`src/logic/scf_params.svh`:
```
`ifndef SCF_PARAMS_SVH
`define SCF_PARAMS_SVH
`define SCF_ADDR_STATUS 8'had
`define SCF_ADDR_IDENT 8'hae
`define SCF_ADDR_SELECT 8'hab
`define SCF_STATUS_RST 8'h80
`define SCF_IDENT_RST 8'h00
`define SCF_ENABLE_RST 8'h00
`define SCF_SELECT_RST 8'h00
`define SCF_RDATA_RST 8'h00
`define SCF_UNMAPPED_RD 8'h00
`define SCF_PAGE_BIT 0
`define SCF_BIT_TXBUF 7
`define SCF_BIT_CARD 6
`define SCF_BIT_CURR 5
`define SCF_BIT_VOLT 4
`define SCF_BIT_WAIT 3
`define SCF_BIT_SENT 2
`define SCF_BIT_RECV 1
`define SCF_BIT_PAR 0
`define SCF_IDENT_MASK 8'hbf
`define SCF_STATUS_SW_CLR 8'h0d
`define SCF_SELECT_MASK 8'h1f
`endif

```
`src/logic/scf_pkg.sv`:
```
package scf_pkg;
    typedef logic [7:0] scf_byte_t;
    typedef enum logic [1:0] {
        SCF_ACC_IDLE = 2'b00,
        SCF_ACC_READ = 2'b01,
        SCF_ACC_WRITE = 2'b10
    } scf_acc_t;
endpackage

```
`src/logic/scf_sync.sv`:
```
`timescale 1ns/100ps
// two-stage synchroniser for the analog monitor levels
module scf_sync
    import scf_pkg::*;
#(
    parameter int W = 3
) (
    input wire logic ref_clk_i,
    input wire logic rst_b_i,
    input wire logic [W-1:0] d_i,
    output logic [W-1:0] q_o
);
    logic [W-1:0] meta_ff;
    logic [W-1:0] q_ff;
    always_ff @(posedge ref_clk_i or negedge rst_b_i) begin
        if (!rst_b_i) begin
            meta_ff <= '0;
            q_ff <= '0;
        end else begin
            meta_ff <= d_i;
            q_ff <= meta_ff;
        end
    end
    assign q_o = q_ff;
endmodule

```
`src/logic/scf_flags.sv`:
```
`timescale 1ns/100ps
`include "scf_params.svh"
// Summary of operation
// - tx buffer moved to shift register sets status bit 7.
// - write to tx holding buffer clears status bit 7.
// - status bit 5 follows overcurrent; only hardware clears it.
// - character sent sets status bit 2.
// - character received sets status bit 1.
// - reading rx data buffer clears status bit 1.
// - status resets to 0x80.
// - status sits at ADh when page select is 0.
// - ident register at AEh when page select is 0, read only.
// - tx buffer move sets ident bit 7.
// - reading ident register clears all ident flags except one whose event coincides.
// - current leaving range sets ident bit 5.
// - voltage leaving selected range sets ident bit 4.
// - character sent sets ident bit 2.
// - character received sets ident bit 1.
// - ident bit 6 reserved, reads zero, writes ignored.
// - ident resets to all clear.
// - page 1 at AEh reaches enable register gating irq request.
// - page select is bit 0 of selection register ABh.
module scf_flags
    import scf_pkg::*;
(
    // clock and reset
    input wire logic ref_clk_i,
    input wire logic rst_b_i,
    // special function register access
    input wire logic [7:0] sfr_addr_i,
    input wire logic sfr_rd_i,
    input wire logic sfr_wr_i,
    input wire logic [7:0] sfr_wdata_i,
    output logic [7:0] sfr_rdata_o,
    // uart events, same clock
    input wire logic tx_buf_load_i,
    input wire logic tx_buf_write_i,
    input wire logic char_sent_i,
    input wire logic char_received_i,
    input wire logic parity_error_i,
    input wire logic rx_buf_read_i,
    input wire logic wait_expired_i,
    // card monitor pins
    input wire logic card_detect_i,
    input wire logic overcurrent_i,
    input wire logic voltage_good_i,
    // outputs
    output logic irq_o,
    output logic register_page_select_o
);
    scf_byte_t status_ff, nxt_status;
    scf_byte_t ident_ff, nxt_ident;
    scf_byte_t enable_ff, nxt_enable;
    scf_byte_t select_ff, nxt_select;
    scf_byte_t rdata_ff, nxt_rdata;
    logic irq_ff, nxt_irq;
    logic curr_prev_ff, nxt_curr_prev;
    logic volt_prev_ff, nxt_volt_prev;
    logic [2:0] mon_s;
    logic card_s, curr_s, volt_s;
    scf_acc_t acc;

    // monitor levels are asynchronous to the core clock
    scf_sync #(.W(3)) u_sync (
        .ref_clk_i(ref_clk_i),
        .rst_b_i(rst_b_i),
        .d_i({card_detect_i, overcurrent_i, voltage_good_i}),
        .q_o(mon_s)
    );
    assign card_s = mon_s[2];
    assign curr_s = mon_s[1];
    assign volt_s = mon_s[0];

    function automatic logic hit(input logic [7:0] a, input logic [7:0] ref_a, input logic pg, input logic want);
        hit = (a == ref_a) && (pg == want);
    endfunction

    always_comb begin
        acc = SCF_ACC_IDLE;
        if (sfr_rd_i) begin
            acc = SCF_ACC_READ;
        end else if (sfr_wr_i) begin
            acc = SCF_ACC_WRITE;
        end
    end

    logic page;
    logic st_rd, st_wr, id_rd, en_rd, en_wr, sel_rd, sel_wr;
    assign page = select_ff[`SCF_PAGE_BIT];
    assign st_rd = (acc == SCF_ACC_READ) && hit(sfr_addr_i, `SCF_ADDR_STATUS, page, 1'b0);
    assign st_wr = (acc == SCF_ACC_WRITE) && hit(sfr_addr_i, `SCF_ADDR_STATUS, page, 1'b0);
    assign id_rd = (acc == SCF_ACC_READ) && hit(sfr_addr_i, `SCF_ADDR_IDENT, page, 1'b0);
    assign en_rd = (acc == SCF_ACC_READ) && hit(sfr_addr_i, `SCF_ADDR_IDENT, page, 1'b1);
    assign en_wr = (acc == SCF_ACC_WRITE) && hit(sfr_addr_i, `SCF_ADDR_IDENT, page, 1'b1);
    assign sel_rd = (acc == SCF_ACC_READ) && (sfr_addr_i == `SCF_ADDR_SELECT);
    assign sel_wr = (acc == SCF_ACC_WRITE) && (sfr_addr_i == `SCF_ADDR_SELECT);

    // status register: clears first, then sets so events win
    always_comb begin
        nxt_status = status_ff;
        if (tx_buf_write_i) begin
            nxt_status[`SCF_BIT_TXBUF] = 1'b0;
        end
        if (st_wr) begin
            // software may only clear the flags it owns, by writing zero
            nxt_status = nxt_status & (sfr_wdata_i | ~`SCF_STATUS_SW_CLR);
        end
        if (rx_buf_read_i) begin
            nxt_status[`SCF_BIT_RECV] = 1'b0;
        end
        if (tx_buf_load_i) begin
            nxt_status[`SCF_BIT_TXBUF] = 1'b1;
        end
        if (char_sent_i) begin
            nxt_status[`SCF_BIT_SENT] = 1'b1;
        end
        if (char_received_i) begin
            nxt_status[`SCF_BIT_RECV] = 1'b1;
        end
        if (parity_error_i && (char_sent_i || char_received_i)) begin
            nxt_status[`SCF_BIT_PAR] = 1'b1;
        end
        if (wait_expired_i) begin
            nxt_status[`SCF_BIT_WAIT] = 1'b1;
        end
        nxt_status[`SCF_BIT_CARD] = card_s;
        nxt_status[`SCF_BIT_CURR] = curr_s;
        nxt_status[`SCF_BIT_VOLT] = volt_s;
    end

    // identification flags: read clears, coinciding event keeps its flag
    always_comb begin
        nxt_ident = id_rd ? `SCF_IDENT_RST : ident_ff;
        nxt_curr_prev = curr_s;
        nxt_volt_prev = volt_s;
        if (tx_buf_load_i) begin
            nxt_ident[`SCF_BIT_TXBUF] = 1'b1;
        end
        if (curr_s && !curr_prev_ff) begin
            nxt_ident[`SCF_BIT_CURR] = 1'b1;
        end
        // voltage falling out of the selected window is the error edge
        if (!volt_s && volt_prev_ff) begin
            nxt_ident[`SCF_BIT_VOLT] = 1'b1;
        end
        if (wait_expired_i) begin
            nxt_ident[`SCF_BIT_WAIT] = 1'b1;
        end
        if (char_sent_i) begin
            nxt_ident[`SCF_BIT_SENT] = 1'b1;
        end
        if (char_received_i) begin
            nxt_ident[`SCF_BIT_RECV] = 1'b1;
        end
        if (parity_error_i && (char_sent_i || char_received_i)) begin
            nxt_ident[`SCF_BIT_PAR] = 1'b1;
        end
        nxt_ident = nxt_ident & `SCF_IDENT_MASK;
    end

    // enable, select, read data and interrupt request
    always_comb begin
        nxt_enable = en_wr ? (sfr_wdata_i & `SCF_IDENT_MASK) : enable_ff;
        nxt_select = sel_wr ? (sfr_wdata_i & `SCF_SELECT_MASK) : select_ff;
        nxt_rdata = rdata_ff;
        if (st_rd) begin
            nxt_rdata = status_ff;
        end else if (id_rd) begin
            nxt_rdata = ident_ff;
        end else if (en_rd) begin
            nxt_rdata = enable_ff;
        end else if (sel_rd) begin
            nxt_rdata = select_ff;
        end else if (acc == SCF_ACC_READ) begin
            nxt_rdata = `SCF_UNMAPPED_RD;
        end
        // request is built from next flags and next enables, so clearing an enable
        // drops the request in the same cycle instead of leaving one stale cycle
        nxt_irq = |(nxt_ident & nxt_enable);
    end

    // status group
    always_ff @(posedge ref_clk_i or negedge rst_b_i) begin
        if (!rst_b_i) begin
            status_ff <= `SCF_STATUS_RST;
        end else begin
            status_ff <= nxt_status;
        end
    end

    // ident group with its edge history
    always_ff @(posedge ref_clk_i or negedge rst_b_i) begin
        if (!rst_b_i) begin
            ident_ff <= `SCF_IDENT_RST;
            curr_prev_ff <= 1'b0;
            volt_prev_ff <= 1'b0;
        end else begin
            ident_ff <= nxt_ident;
            curr_prev_ff <= nxt_curr_prev;
            volt_prev_ff <= nxt_volt_prev;
        end
    end

    // access group
    always_ff @(posedge ref_clk_i or negedge rst_b_i) begin
        if (!rst_b_i) begin
            enable_ff <= `SCF_ENABLE_RST;
            select_ff <= `SCF_SELECT_RST;
            rdata_ff <= `SCF_RDATA_RST;
            irq_ff <= 1'b0;
        end else begin
            enable_ff <= nxt_enable;
            select_ff <= nxt_select;
            rdata_ff <= nxt_rdata;
            irq_ff <= nxt_irq;
        end
    end

    assign sfr_rdata_o = rdata_ff;
    assign irq_o = irq_ff;
    assign register_page_select_o = select_ff[`SCF_PAGE_BIT];

    // status flags; pin bits lag their pins by three cycles through the synchroniser
    tx_load_sets_a: assert property (@(posedge ref_clk_i) disable iff (!rst_b_i)
        tx_buf_load_i |=> status_ff[`SCF_BIT_TXBUF] && ident_ff[`SCF_BIT_TXBUF])
        else $error("tx load flag missing");
    tx_write_clr_a: assert property (@(posedge ref_clk_i) disable iff (!rst_b_i)
        tx_buf_write_i && !tx_buf_load_i |=> !status_ff[`SCF_BIT_TXBUF])
        else $error("tx write not cleared");
    sent_sets_a: assert property (@(posedge ref_clk_i) disable iff (!rst_b_i)
        char_sent_i |=> status_ff[`SCF_BIT_SENT] && ident_ff[`SCF_BIT_SENT])
        else $error("sent flag missing");
    sent_sticky_a: assert property (@(posedge ref_clk_i) disable iff (!rst_b_i)
        status_ff[`SCF_BIT_SENT] && !(st_wr && !sfr_wdata_i[`SCF_BIT_SENT]) |=> status_ff[`SCF_BIT_SENT])
        else $error("sent flag lost without software clear");
    recv_sets_a: assert property (@(posedge ref_clk_i) disable iff (!rst_b_i)
        char_received_i |=> status_ff[`SCF_BIT_RECV] && ident_ff[`SCF_BIT_RECV])
        else $error("recv flag missing");
    rx_read_clr_a: assert property (@(posedge ref_clk_i) disable iff (!rst_b_i)
        rx_buf_read_i && !char_received_i |=> !status_ff[`SCF_BIT_RECV])
        else $error("rx read not cleared");
    curr_follow_a: assert property (@(posedge ref_clk_i) disable iff (!rst_b_i)
        overcurrent_i [*4] |-> status_ff[`SCF_BIT_CURR])
        else $error("overcurrent not shown");
    curr_clear_a: assert property (@(posedge ref_clk_i) disable iff (!rst_b_i)
        !overcurrent_i [*4] |-> !status_ff[`SCF_BIT_CURR])
        else $error("overcurrent not released");
    card_follow_a: assert property (@(posedge ref_clk_i) disable iff (!rst_b_i)
        card_detect_i [*4] |-> status_ff[`SCF_BIT_CARD])
        else $error("card presence not shown");
    wait_sets_a: assert property (@(posedge ref_clk_i) disable iff (!rst_b_i)
        wait_expired_i |=> status_ff[`SCF_BIT_WAIT] && ident_ff[`SCF_BIT_WAIT])
        else $error("wait flag missing");
    par_with_char_a: assert property (@(posedge ref_clk_i) disable iff (!rst_b_i)
        parity_error_i && char_received_i |=> status_ff[`SCF_BIT_PAR] && ident_ff[`SCF_BIT_PAR])
        else $error("parity flag missing");

    // ident flags
    ident_read_clr_a: assert property (@(posedge ref_clk_i) disable iff (!rst_b_i)
        id_rd && !tx_buf_load_i && !char_sent_i && !char_received_i && !wait_expired_i
        && !(curr_s && !curr_prev_ff) && !(!volt_s && volt_prev_ff) |=> ident_ff == `SCF_IDENT_RST)
        else $error("ident not cleared");
    ident_rsvd_a: assert property (@(posedge ref_clk_i) disable iff (!rst_b_i)
        !ident_ff[`SCF_BIT_CARD] && !enable_ff[`SCF_BIT_CARD])
        else $error("reserved bit set");
    curr_edge_a: assert property (@(posedge ref_clk_i) disable iff (!rst_b_i)
        curr_s && !curr_prev_ff |=> ident_ff[`SCF_BIT_CURR])
        else $error("current error flag missing");
    volt_edge_a: assert property (@(posedge ref_clk_i) disable iff (!rst_b_i)
        !volt_s && volt_prev_ff |=> ident_ff[`SCF_BIT_VOLT])
        else $error("voltage error flag missing");
    event_wins_a: assert property (@(posedge ref_clk_i) disable iff (!rst_b_i)
        id_rd && char_sent_i |=> ident_ff[`SCF_BIT_SENT])
        else $error("event lost on read");

    // access and request
    ident_read_data_a: assert property (@(posedge ref_clk_i) disable iff (!rst_b_i)
        id_rd |=> sfr_rdata_o == $past(ident_ff))
        else $error("ident read data wrong");
    ident_ro_a: assert property (@(posedge ref_clk_i) disable iff (!rst_b_i)
        sfr_wr_i && !sfr_rd_i && (sfr_addr_i == `SCF_ADDR_IDENT) && !page |=> $stable(enable_ff))
        else $error("ident page write landed");
    irq_gate_a: assert property (@(posedge ref_clk_i) disable iff (!rst_b_i)
        irq_o == |(ident_ff & enable_ff))
        else $error("irq gating wrong");
    irq_event_a: assert property (@(posedge ref_clk_i) disable iff (!rst_b_i)
        char_sent_i && enable_ff[`SCF_BIT_SENT] && !en_wr |=> irq_o)
        else $error("enabled event gave no request");

    // main scenarios
    rx_cycle_c: cover property (@(posedge ref_clk_i) disable iff (!rst_b_i)
        char_received_i ##[1:20] rx_buf_read_i);
    ident_clear_c: cover property (@(posedge ref_clk_i) disable iff (!rst_b_i)
        irq_o ##1 id_rd ##1 !irq_o);
    page_switch_c: cover property (@(posedge ref_clk_i) disable iff (!rst_b_i)
        en_wr ##[1:10] id_rd);
    tx_refill_c: cover property (@(posedge ref_clk_i) disable iff (!rst_b_i)
        tx_buf_write_i ##[1:20] tx_buf_load_i);
    fault_seen_c: cover property (@(posedge ref_clk_i) disable iff (!rst_b_i)
        (curr_s && !curr_prev_ff) ##[1:40] id_rd);
endmodule

```
`config.mk`:
```
export PLATFORM = sky130hd
export DESIGN_NAME = scf_flags
export DESIGN_NICKNAME = d
export VERILOG_FILES = /design/src/logic/scf_pkg.sv /design/src/logic/scf_sync.sv /design/src/logic/scf_flags.sv
export VERILOG_INCLUDE_DIRS = /design/src /design/src/logic
export SDC_FILE = /design/constraint.sdc
export NUM_CORES = 1
export LEC_CHECK = 0
export BUFFER_PORTS_ARGS = -buffer_cell sky130_fd_sc_hd__buf_2
export CAP_MARGIN = 15
export CORE_MARGIN = 3
export CORE_UTILIZATION = 35
export CTS_BUF_LIST = sky130_fd_sc_hd__clkbuf_16
export CTS_CLUSTER_SIZE = 14
export DETAILED_ROUTE_END_ITERATION = 10
export SYNTH_ARGS = -nofsm -noshare
export SYNTH_HDL_FRONTEND = slang
export SYNTH_SLANG_ARGS = --single-unit
```
`constraint.sdc`:
```
create_clock -name ref_clk_i -period 2.1 [get_ports ref_clk_i]
set_clock_uncertainty 0.05 [all_clocks]
set_input_delay 0.105 -clock ref_clk_i [delete_from_list [all_inputs] [get_ports ref_clk_i]]
set_output_delay 0.105 -clock ref_clk_i [all_outputs]
set_load 0.005 [all_outputs]
```
==> key figures, run 1 <==
Run status
  – Status: finished clean

Global routing
  – Total track usage: 13.8%
  – Largest net degree at the start of global routing: 23
  – First-pass GRT wire length: 6.41 mm
  – Grt total ovfl: 0
  – Vias in the first global route: 1319
  – Initial antenna violation count: 0

Logic synthesis
  – #FFs+latches synth: 42
  – Synthesized Nets: 174
  – Main flop type after synthesis: dfrtp_1
  – Post-synth ARST share: 100%
  – Avg Inst Size Synth: 12.5 µm²
  – Synth Cell Area: 1800 µm²
  – Synth Warn #: 0
  – Post-Syn Instances: 144
  – Netlist cell types: 36
  – Sequential-to-total area share from yosys stat: 58.5%
  – EDFF count, synth: 0

Worst hold path
  – Worst Hold Class: in2reg
  – Worst Hold Endpoint: enable_ff[7]$_DFF_PN0_
  – Hold path depth: 2
  – Hold path start: sfr_wdata_i[7]

Clock tree
  – Post-CTS setup buffer count: 0
  – Later-pin clock latency in the skew report: 0.28 ns
  – Bufs on Longest Clock Path: 2
  – # H-tree levels: 2
  – CTS resizes: 0
  – CTS tree: built
  – Clock transition at path regs: 0.06 ns
  – CTS sink count: 42
  – CTS Buf Count: 5
  – Clk root buf: clkbuf_16

Placement
  – Number of port buffers: 38
  – Placed instance area: 2080 µm²
  – Final estimated routing congestion in global placement: 0.757
  – HPWL after detailed placement: 3.02 mm

Timing
  – Setup violations, final: 0
  – Max-slew violations: 0
  – Max frequency: 523 MHz
  – Slew HR: 67.2%
  – RSZ-0062 raised after global routing: no
  – Hold Fails Final Rpt: 0
  – Worst-Margin Slew: 0.491 ns
  – Final min period: 1.91 ns
  – Period utilization: 91.0%
  – Fin Setup TNS: 0 ns

Floorplanning
  – Core Area: 4850 µm²
  – Chip Height: 77.7 µm
  – Initial Util: 37.1%
  – Die Span X: 77.7 µm
  – Row count: 25
  – Io pins: 40
  – Die area: 6040 µm²

Power
  – P per Cell Area: 770 nW/µm²
  – Tot Pwr: 1.78 mW
  – Sw Ratio: 19.5%
  – Worst vdd ir: 0.364 mV
  – Clk pwr share: 46.5%
  – Cell-internal power: 1.44 mW
  – Switch Pwr: 0.349 mW
  – Seq pwr share: 47.1%
  – Static Leak: 1.09 nW
  – Comb pwr share: 6.4%

Detailed routing
  – DR iter-0 viols: 97
  – Drt drc: 0
  – Vias per cell: 4.91
  – Total wire length: 3.94 mm
  – Detailed Routing Iterations Pass 1: 4
  – Routed Antenna Nets: 0
  – Routed vias: 1296
  – WL/cell: 14.9 µm

Final layout
  – Final Util: 47.8%
  – Finished Cell Area: 2320 µm²
  – ANT cells: 0
  – Share of cells above drive strength 1: 39.1%
  – Final nets: 227
  – Area growth, synth to finish: 28.8%

Setup path
  – Data arrival, critical path: 2.00 ns
  – Crit path max fanout: 7
  – Worst reg2reg path startpoint: select_ff[0]$_DFFE_PN0P_
  – Worst r2r dst: irq_o$_DFF_PN0_
  – Critical path launch point: select_ff[0]$_DFFE_PN0P_
  – Setup crit start kind: register
  – Crit path required time: 2.19 ns
  – Worst reg2reg setup slack: 0.19 ns
  – Critical Path End Type: register
  – Worst R2R Path Depth: 5
  – Critical path class: reg2reg

Run
  – Total of max-cap violations: 0
-- cells by family (layout without fill, tap and decap cells) --
logic type	count (synthesis)	count (layout)	share of synthesized area, %
multiplexers	18	18	11.3
AND/OR/NAND/NOR	36	36	12.7
flip-flops	42	42	58.5
buffers and inverters	12	65	3.06
AO/OA/AOI/OAI	36	36	14.5
-- cell usage in the layout (no fill, tap or decap), types with 6 or more instances in the layout --
cell type and instances:
a21o_1 6, o21ai_0 6, dfrtp_1 41, inv_1 8, mux2_2 14, buf_2 38, nand2_1 9, nor2_1 7
dlygate4sd3_1 8
-- timing repair --
action	4_1_cts	5_1_grt
hold endpoints to repair	31	0
hold buffers	8	0
setup endpoints to repair	0	0
-- critical path, stage by stage, from the launching register on --
cell	delay [ns]
dfrtp_1	0.38
and4b_1	0.26
nand4_4	0.20
mux2_4	0.35
a222oi_1	0.40
nand3_1	0.12
-- Yosys cell counts (2+ instances only) --
cell / count / area [µm²]
nor2b_1: 4 / 25.0
inv_1: 8 / 30.0
a221oi_1: 2 / 17.5
a22o_2: 2 / 20.0
and3_2: 3 / 22.5
nand2_1: 9 / 33.8
a22oi_1: 3 / 22.5
a21o_2: 3 / 26.3
dfrtp_1: 41 / 1030
mux2i_1: 3 / 30.0
nand2b_1: 2 / 12.5
o21ai_0: 6 / 30.0
a21o_1: 6 / 45.0
clkbuf_1: 3 / 11.3
o22ai_1: 3 / 18.8
a32oi_1: 3 / 26.3
a21oi_1: 5 / 25.0
nor2_1: 7 / 26.3
mux2_2: 14 / 158
-- layout make-up --
cell class,instances,area [µm²]
Multi-Input combinational cell,90,692
Fill cell,453,2530
Timing Repair Buffer,50,300
Sequential cell,42,1050
Clock inverter,2,33.8
Inverter,8,30.0
Tap cell,67,83.8
Clock buffer,5,125
-- per-stage QoR --
step / cells / worst slack (ns) / hold WS [ns]
after global placement: 249 / 0.254 / 0.0385
after CTS: 264 / 0.172 / 0.0246
final: 264 / 0.188 / 0.0285
after floorplan: 144 / 0.423 / -0.241
after global routing: 264 / 0.105 / 0.0344
after detailed placement: 249 / 0.178 / 0.0553
-- metal layers --
layer,up-vias,GRT usage (%),wire length (µm)
met3,7,3.48,210
li1,632,-,-
met5,-,0,0
met2,37,21.5,1890
met1,620,19.1,1790
met4,0,3.74,48
-- registers in the layout (all words and copies together), names as in the netlist --
register,count
status_ff,8
u_sync.q_o,3
ident_ff,7
enable_ff,7
irq_o,1
select_ff,5
u_sync.meta_ff,3
sfr_rdata_o,8
-- worst max-delay path by stage --
stage                     slack (ns)         endpoint  depth (start not counted)
after detailed placement        0.18  irq_o$_DFF_PN0_                          6
after global placement          0.25  irq_o$_DFF_PN0_                          5
final                           0.19  irq_o$_DFF_PN0_                          5
after floorplan                 0.42  irq_o$_DFF_PN0_                          5
after CTS                       0.17  irq_o$_DFF_PN0_                          5
after global routing            0.11  irq_o$_DFF_PN0_                          5
-- power groups by stage --
| stage | clock network (mW) | logic, mW | registers (mW) |
|---|---|---|---|
| floorplan | 0 | 0.0368 | 0.854 |
| global placement | 0 | 0.102 | 0.855 |
| detailed placement | 0 | 0.105 | 0.856 |
| CTS | 0.860 | 0.117 | 0.841 |
| global route | 0.889 | 0.128 | 0.842 |
| finish | 0.830 | 0.114 | 0.841 |
Note: power is estimated with default switching activity, not from simulation.
==> run 2, diff against run 1 <==
Settings changed: CORE_ASPECT_RATIO from default to 0.5, PLACE_DENSITY_LB_ADDON from default to 0.15.
==> run 2 against run 1 <==
Net effect:
- die area increased by 0.86%
- highest routed layer unchanged
- critical path depth unchanged
- utilization grew 2.3 points
- flip-flop and latch count unchanged
- worst hold slack got worse by 0.017 ns
- maximum frequency increased by 0.95%
- first-iteration DRC count fell by 73%
- global-route usage is 0.44 points higher
- non-clock buffer count rose by 1
- sequential power hardly changed
- routed wire length is 1.8% lower
- cell count is 0.38% higher
==> key figures, run 2 (same netlist as run 1, synthesis figures left out) <==
Run status
  – Status: finished clean

Final layout
  – Final Util: 50.1% (+2.3 points)
  – Fill cell count: 430 (-5.1%)
  – Area growth, synth to finish: 29.6%
  – Final nets: 228 (+0.44%)
  – ANT cells: 0 (unchanged)
  – Commonest non-fill, non-tap cell in the layout: dfrtp_1
  – Most frequent cells in the layout: 41 x dfrtp_1, 38 x buf_2, 14 x mux2_2, 9 x nand2_1, 8 x inv_1
  – Share of cells above drive strength 1: 40.7% (+1.6 points)

Global routing
  – Initial antenna violation count: 0 (unchanged)
  – Vias in the first global route: 1347 (+2.1%)
  – Largest net degree at the start of global routing: 43 (+87%)
  – Total track usage: 14.2% (+0.44 points)
  – Grt total ovfl: 0 (unchanged)
  – First-pass GRT wire length: 6.62 mm (+3.2%)

Setup path
  – Worst reg2reg path startpoint: select_ff[0]$_DFFE_PN0P_
  – Critical path class: reg2reg
  – Data arrival, critical path: 1.99 ns (about the same)
  – Worst path slowest cell: a222oi_1
  – Worst R2R Path Depth: 5 (unchanged)
  – Worst r2r dst: irq_o$_DFF_PN0_
  – CP peak stage delay: 0.42 ns (+0.02 ns)
  – Crit path max fanout: 6 (-1)
  – Worst-path cell chain: and4b_1 > nand4_4 > mux2_4 > a222oi_1 > nand3_1
  – Setup crit start kind: register
  – Worst reg2reg setup slack: 0.21 ns (+0.02 ns)
  – Crit path required time: 2.19 ns (about the same)
  – Critical Path End Type: register

Detailed routing
  – Routed Antenna Nets: 0 (unchanged)
  – Total wire length: 3.87 mm (-1.8%)
  – Drt drc: 0 (unchanged)
  – DR iter-0 viols: 26 (-73%)
  – Detailed Routing Iterations Pass 1: 4 (unchanged)
  – WL/cell: 14.6 µm (-2.1%)
  – Vias per cell: 4.79 (-2.4%)
  – Routed vias: 1270 (-2.0%)

Timing
  – Worst hold margin: 0.0110 ns (-0.0175 ns)
  – Slew HR: 65.0% (-2.3 points)
  – Final min period: 1.89 ns (-0.0181 ns)
  – Max-slew violations: 0 (unchanged)
  – Final worst slack: 0.206 ns (+0.0181 ns)
  – Setup violations, final: 0 (unchanged)
  – Max frequency: 528 MHz (+0.95%)
  – Worst-Margin Slew: 0.525 ns (+0.0338 ns)
  – Hold Fails Final Rpt: 0 (unchanged)
  – RSZ-0062 raised after global routing: no
  – Period utilization: 90.2% (-0.86 points)
  – Fin Setup TNS: 0 ns (unchanged)

Power
  – Switch Pwr: 0.375 mW (+7.7%)
  – Sw Ratio: 20.6% (+1.1 points)
  – Comb pwr share: 6.1% (-0.3 points)
  – Tot Pwr: 1.82 mW (+2.1%)
  – Static Leak: 1.09 nW (+0.38%)
  – Seq pwr share: 46.2% (-0.9 points)
  – Worst vdd ir: 0.324 mV (-11%)
  – Cell-internal power: 1.45 mW (+0.69%)
  – Clk pwr share: 47.7% (+1.2 points)
  – P per Cell Area: 781 nW/µm² (+1.4%)

Floorplanning
  – Initial Util: 38.6% (+1.5 points)
  – Core Area: 4660 µm² (-3.9%)
  – Io pins: 40 (unchanged)
  – Die area: 6090 µm² (+0.86%)
  – Chip Height: 56.7 µm (-27%)
  – Die Span X: 107 µm (+38%)
  – Row count: 17 (-32%)

Placement
  – Number of port buffers: 38 (unchanged)
  – HPWL after detailed placement: 2.86 mm (-5.4%)
  – Pre-CTS setup slack: 0.190 ns (+0.0116 ns)
  – Final estimated routing congestion in global placement: 0.798 (+5.4%)

Clock tree
  – CTS sink count: 42 (unchanged)
  – CTS Buf Count: 5 (unchanged)
  – Post-CTS setup buffer count: 0 (unchanged)
  – Clock transition at path regs: 0.06 ns (about the same)
  – Clk root buf: clkbuf_16
  – CTS tree: built
  – Later-pin clock latency in the skew report: 0.28 ns (about the same)
  – # H-tree levels: 2 (unchanged)
  – Bufs on Longest Clock Path: 2 (unchanged)

Run
  – Total of max-cap violations: 0 (unchanged)

Worst hold path
  – Worst Hold Endpoint: status_ff[2]$_DFFE_PN0P_
  – Hold path start: char_sent_i
  – Hold path depth: 2 (unchanged)
  – Worst Hold Class: in2reg
-- run 2: per-stage QoR --
step                cells  area [µm²]
floorplan             144        1800
global placement      250        2090
detailed placement    250        2090
CTS                   265        2330
global route          265        2330
finish                265        2330
-- run 2: cell type report --
type	count	area (µm²)	share of cell area, %
clock buffers	5	125	5.36
clock inverters	3	45.0	1.93
inverters	8	30.0	1.29
multi-input cells	90	692	29.7
flip-flops and latches	42	1050	45.1
well taps	66	82.6	3.54
repair buffers	51	305	13.1
-- run 2: critical path: cells and delay by family, from the launching register on --
family             cells  cell delay [ns]
muxes                  1             0.36
AOI/OAI and AO/OA      1             0.42
DFF                    1             0.36
and+or+nand+nor        3             0.57
-- run 2: power groups by stage --
stage               sequential [mW]  combinational (mW)  clock [mW]
floorplan                     0.854              0.0368           0
global placement              0.855               0.102           0
detailed placement            0.856               0.104           0
CTS                           0.841               0.114       0.890
global route                  0.843               0.128       0.923
finish                        0.841               0.112       0.869
-- run 2: what timing repair did --
| item | CTS | global route |
|---|---|---|
| resized for setup | 0 | 0 |
| endpoints found under the hold margin | 49 | 0 |
| hold buffers | 7 | 0 |
-- run 2: worst max-delay path by stage --
stage	startpoint	endpoint	slack [ns]	depth (start not counted)
after detailed placement	sfr_rd_i	irq_o$_DFF_PN0_	0.19	6
after global placement	sfr_rd_i	irq_o$_DFF_PN0_	0.22	6
final	select_ff[0]$_DFFE_PN0P_	irq_o$_DFF_PN0_	0.21	5
after global routing	select_ff[0]$_DFFE_PN0P_	irq_o$_DFF_PN0_	0.07	5
after floorplan	select_ff[0]$_DFFE_PN0P_	irq_o$_DFF_PN0_	0.42	5
after CTS	select_ff[0]$_DFFE_PN0P_	irq_o$_DFF_PN0_	0.19	5
-- run 2: routing by layer --
metal / part of all wire, % / up-vias / GRT usage [%]
li1: - / 626 / -
met1: 51 / 615 / 20.3
met2: 44 / 25 / 20.5
met3: 4.7 / 4 / 4.71
met4: 0.54 / 0 / 3.96
met5: 0 / - / 0
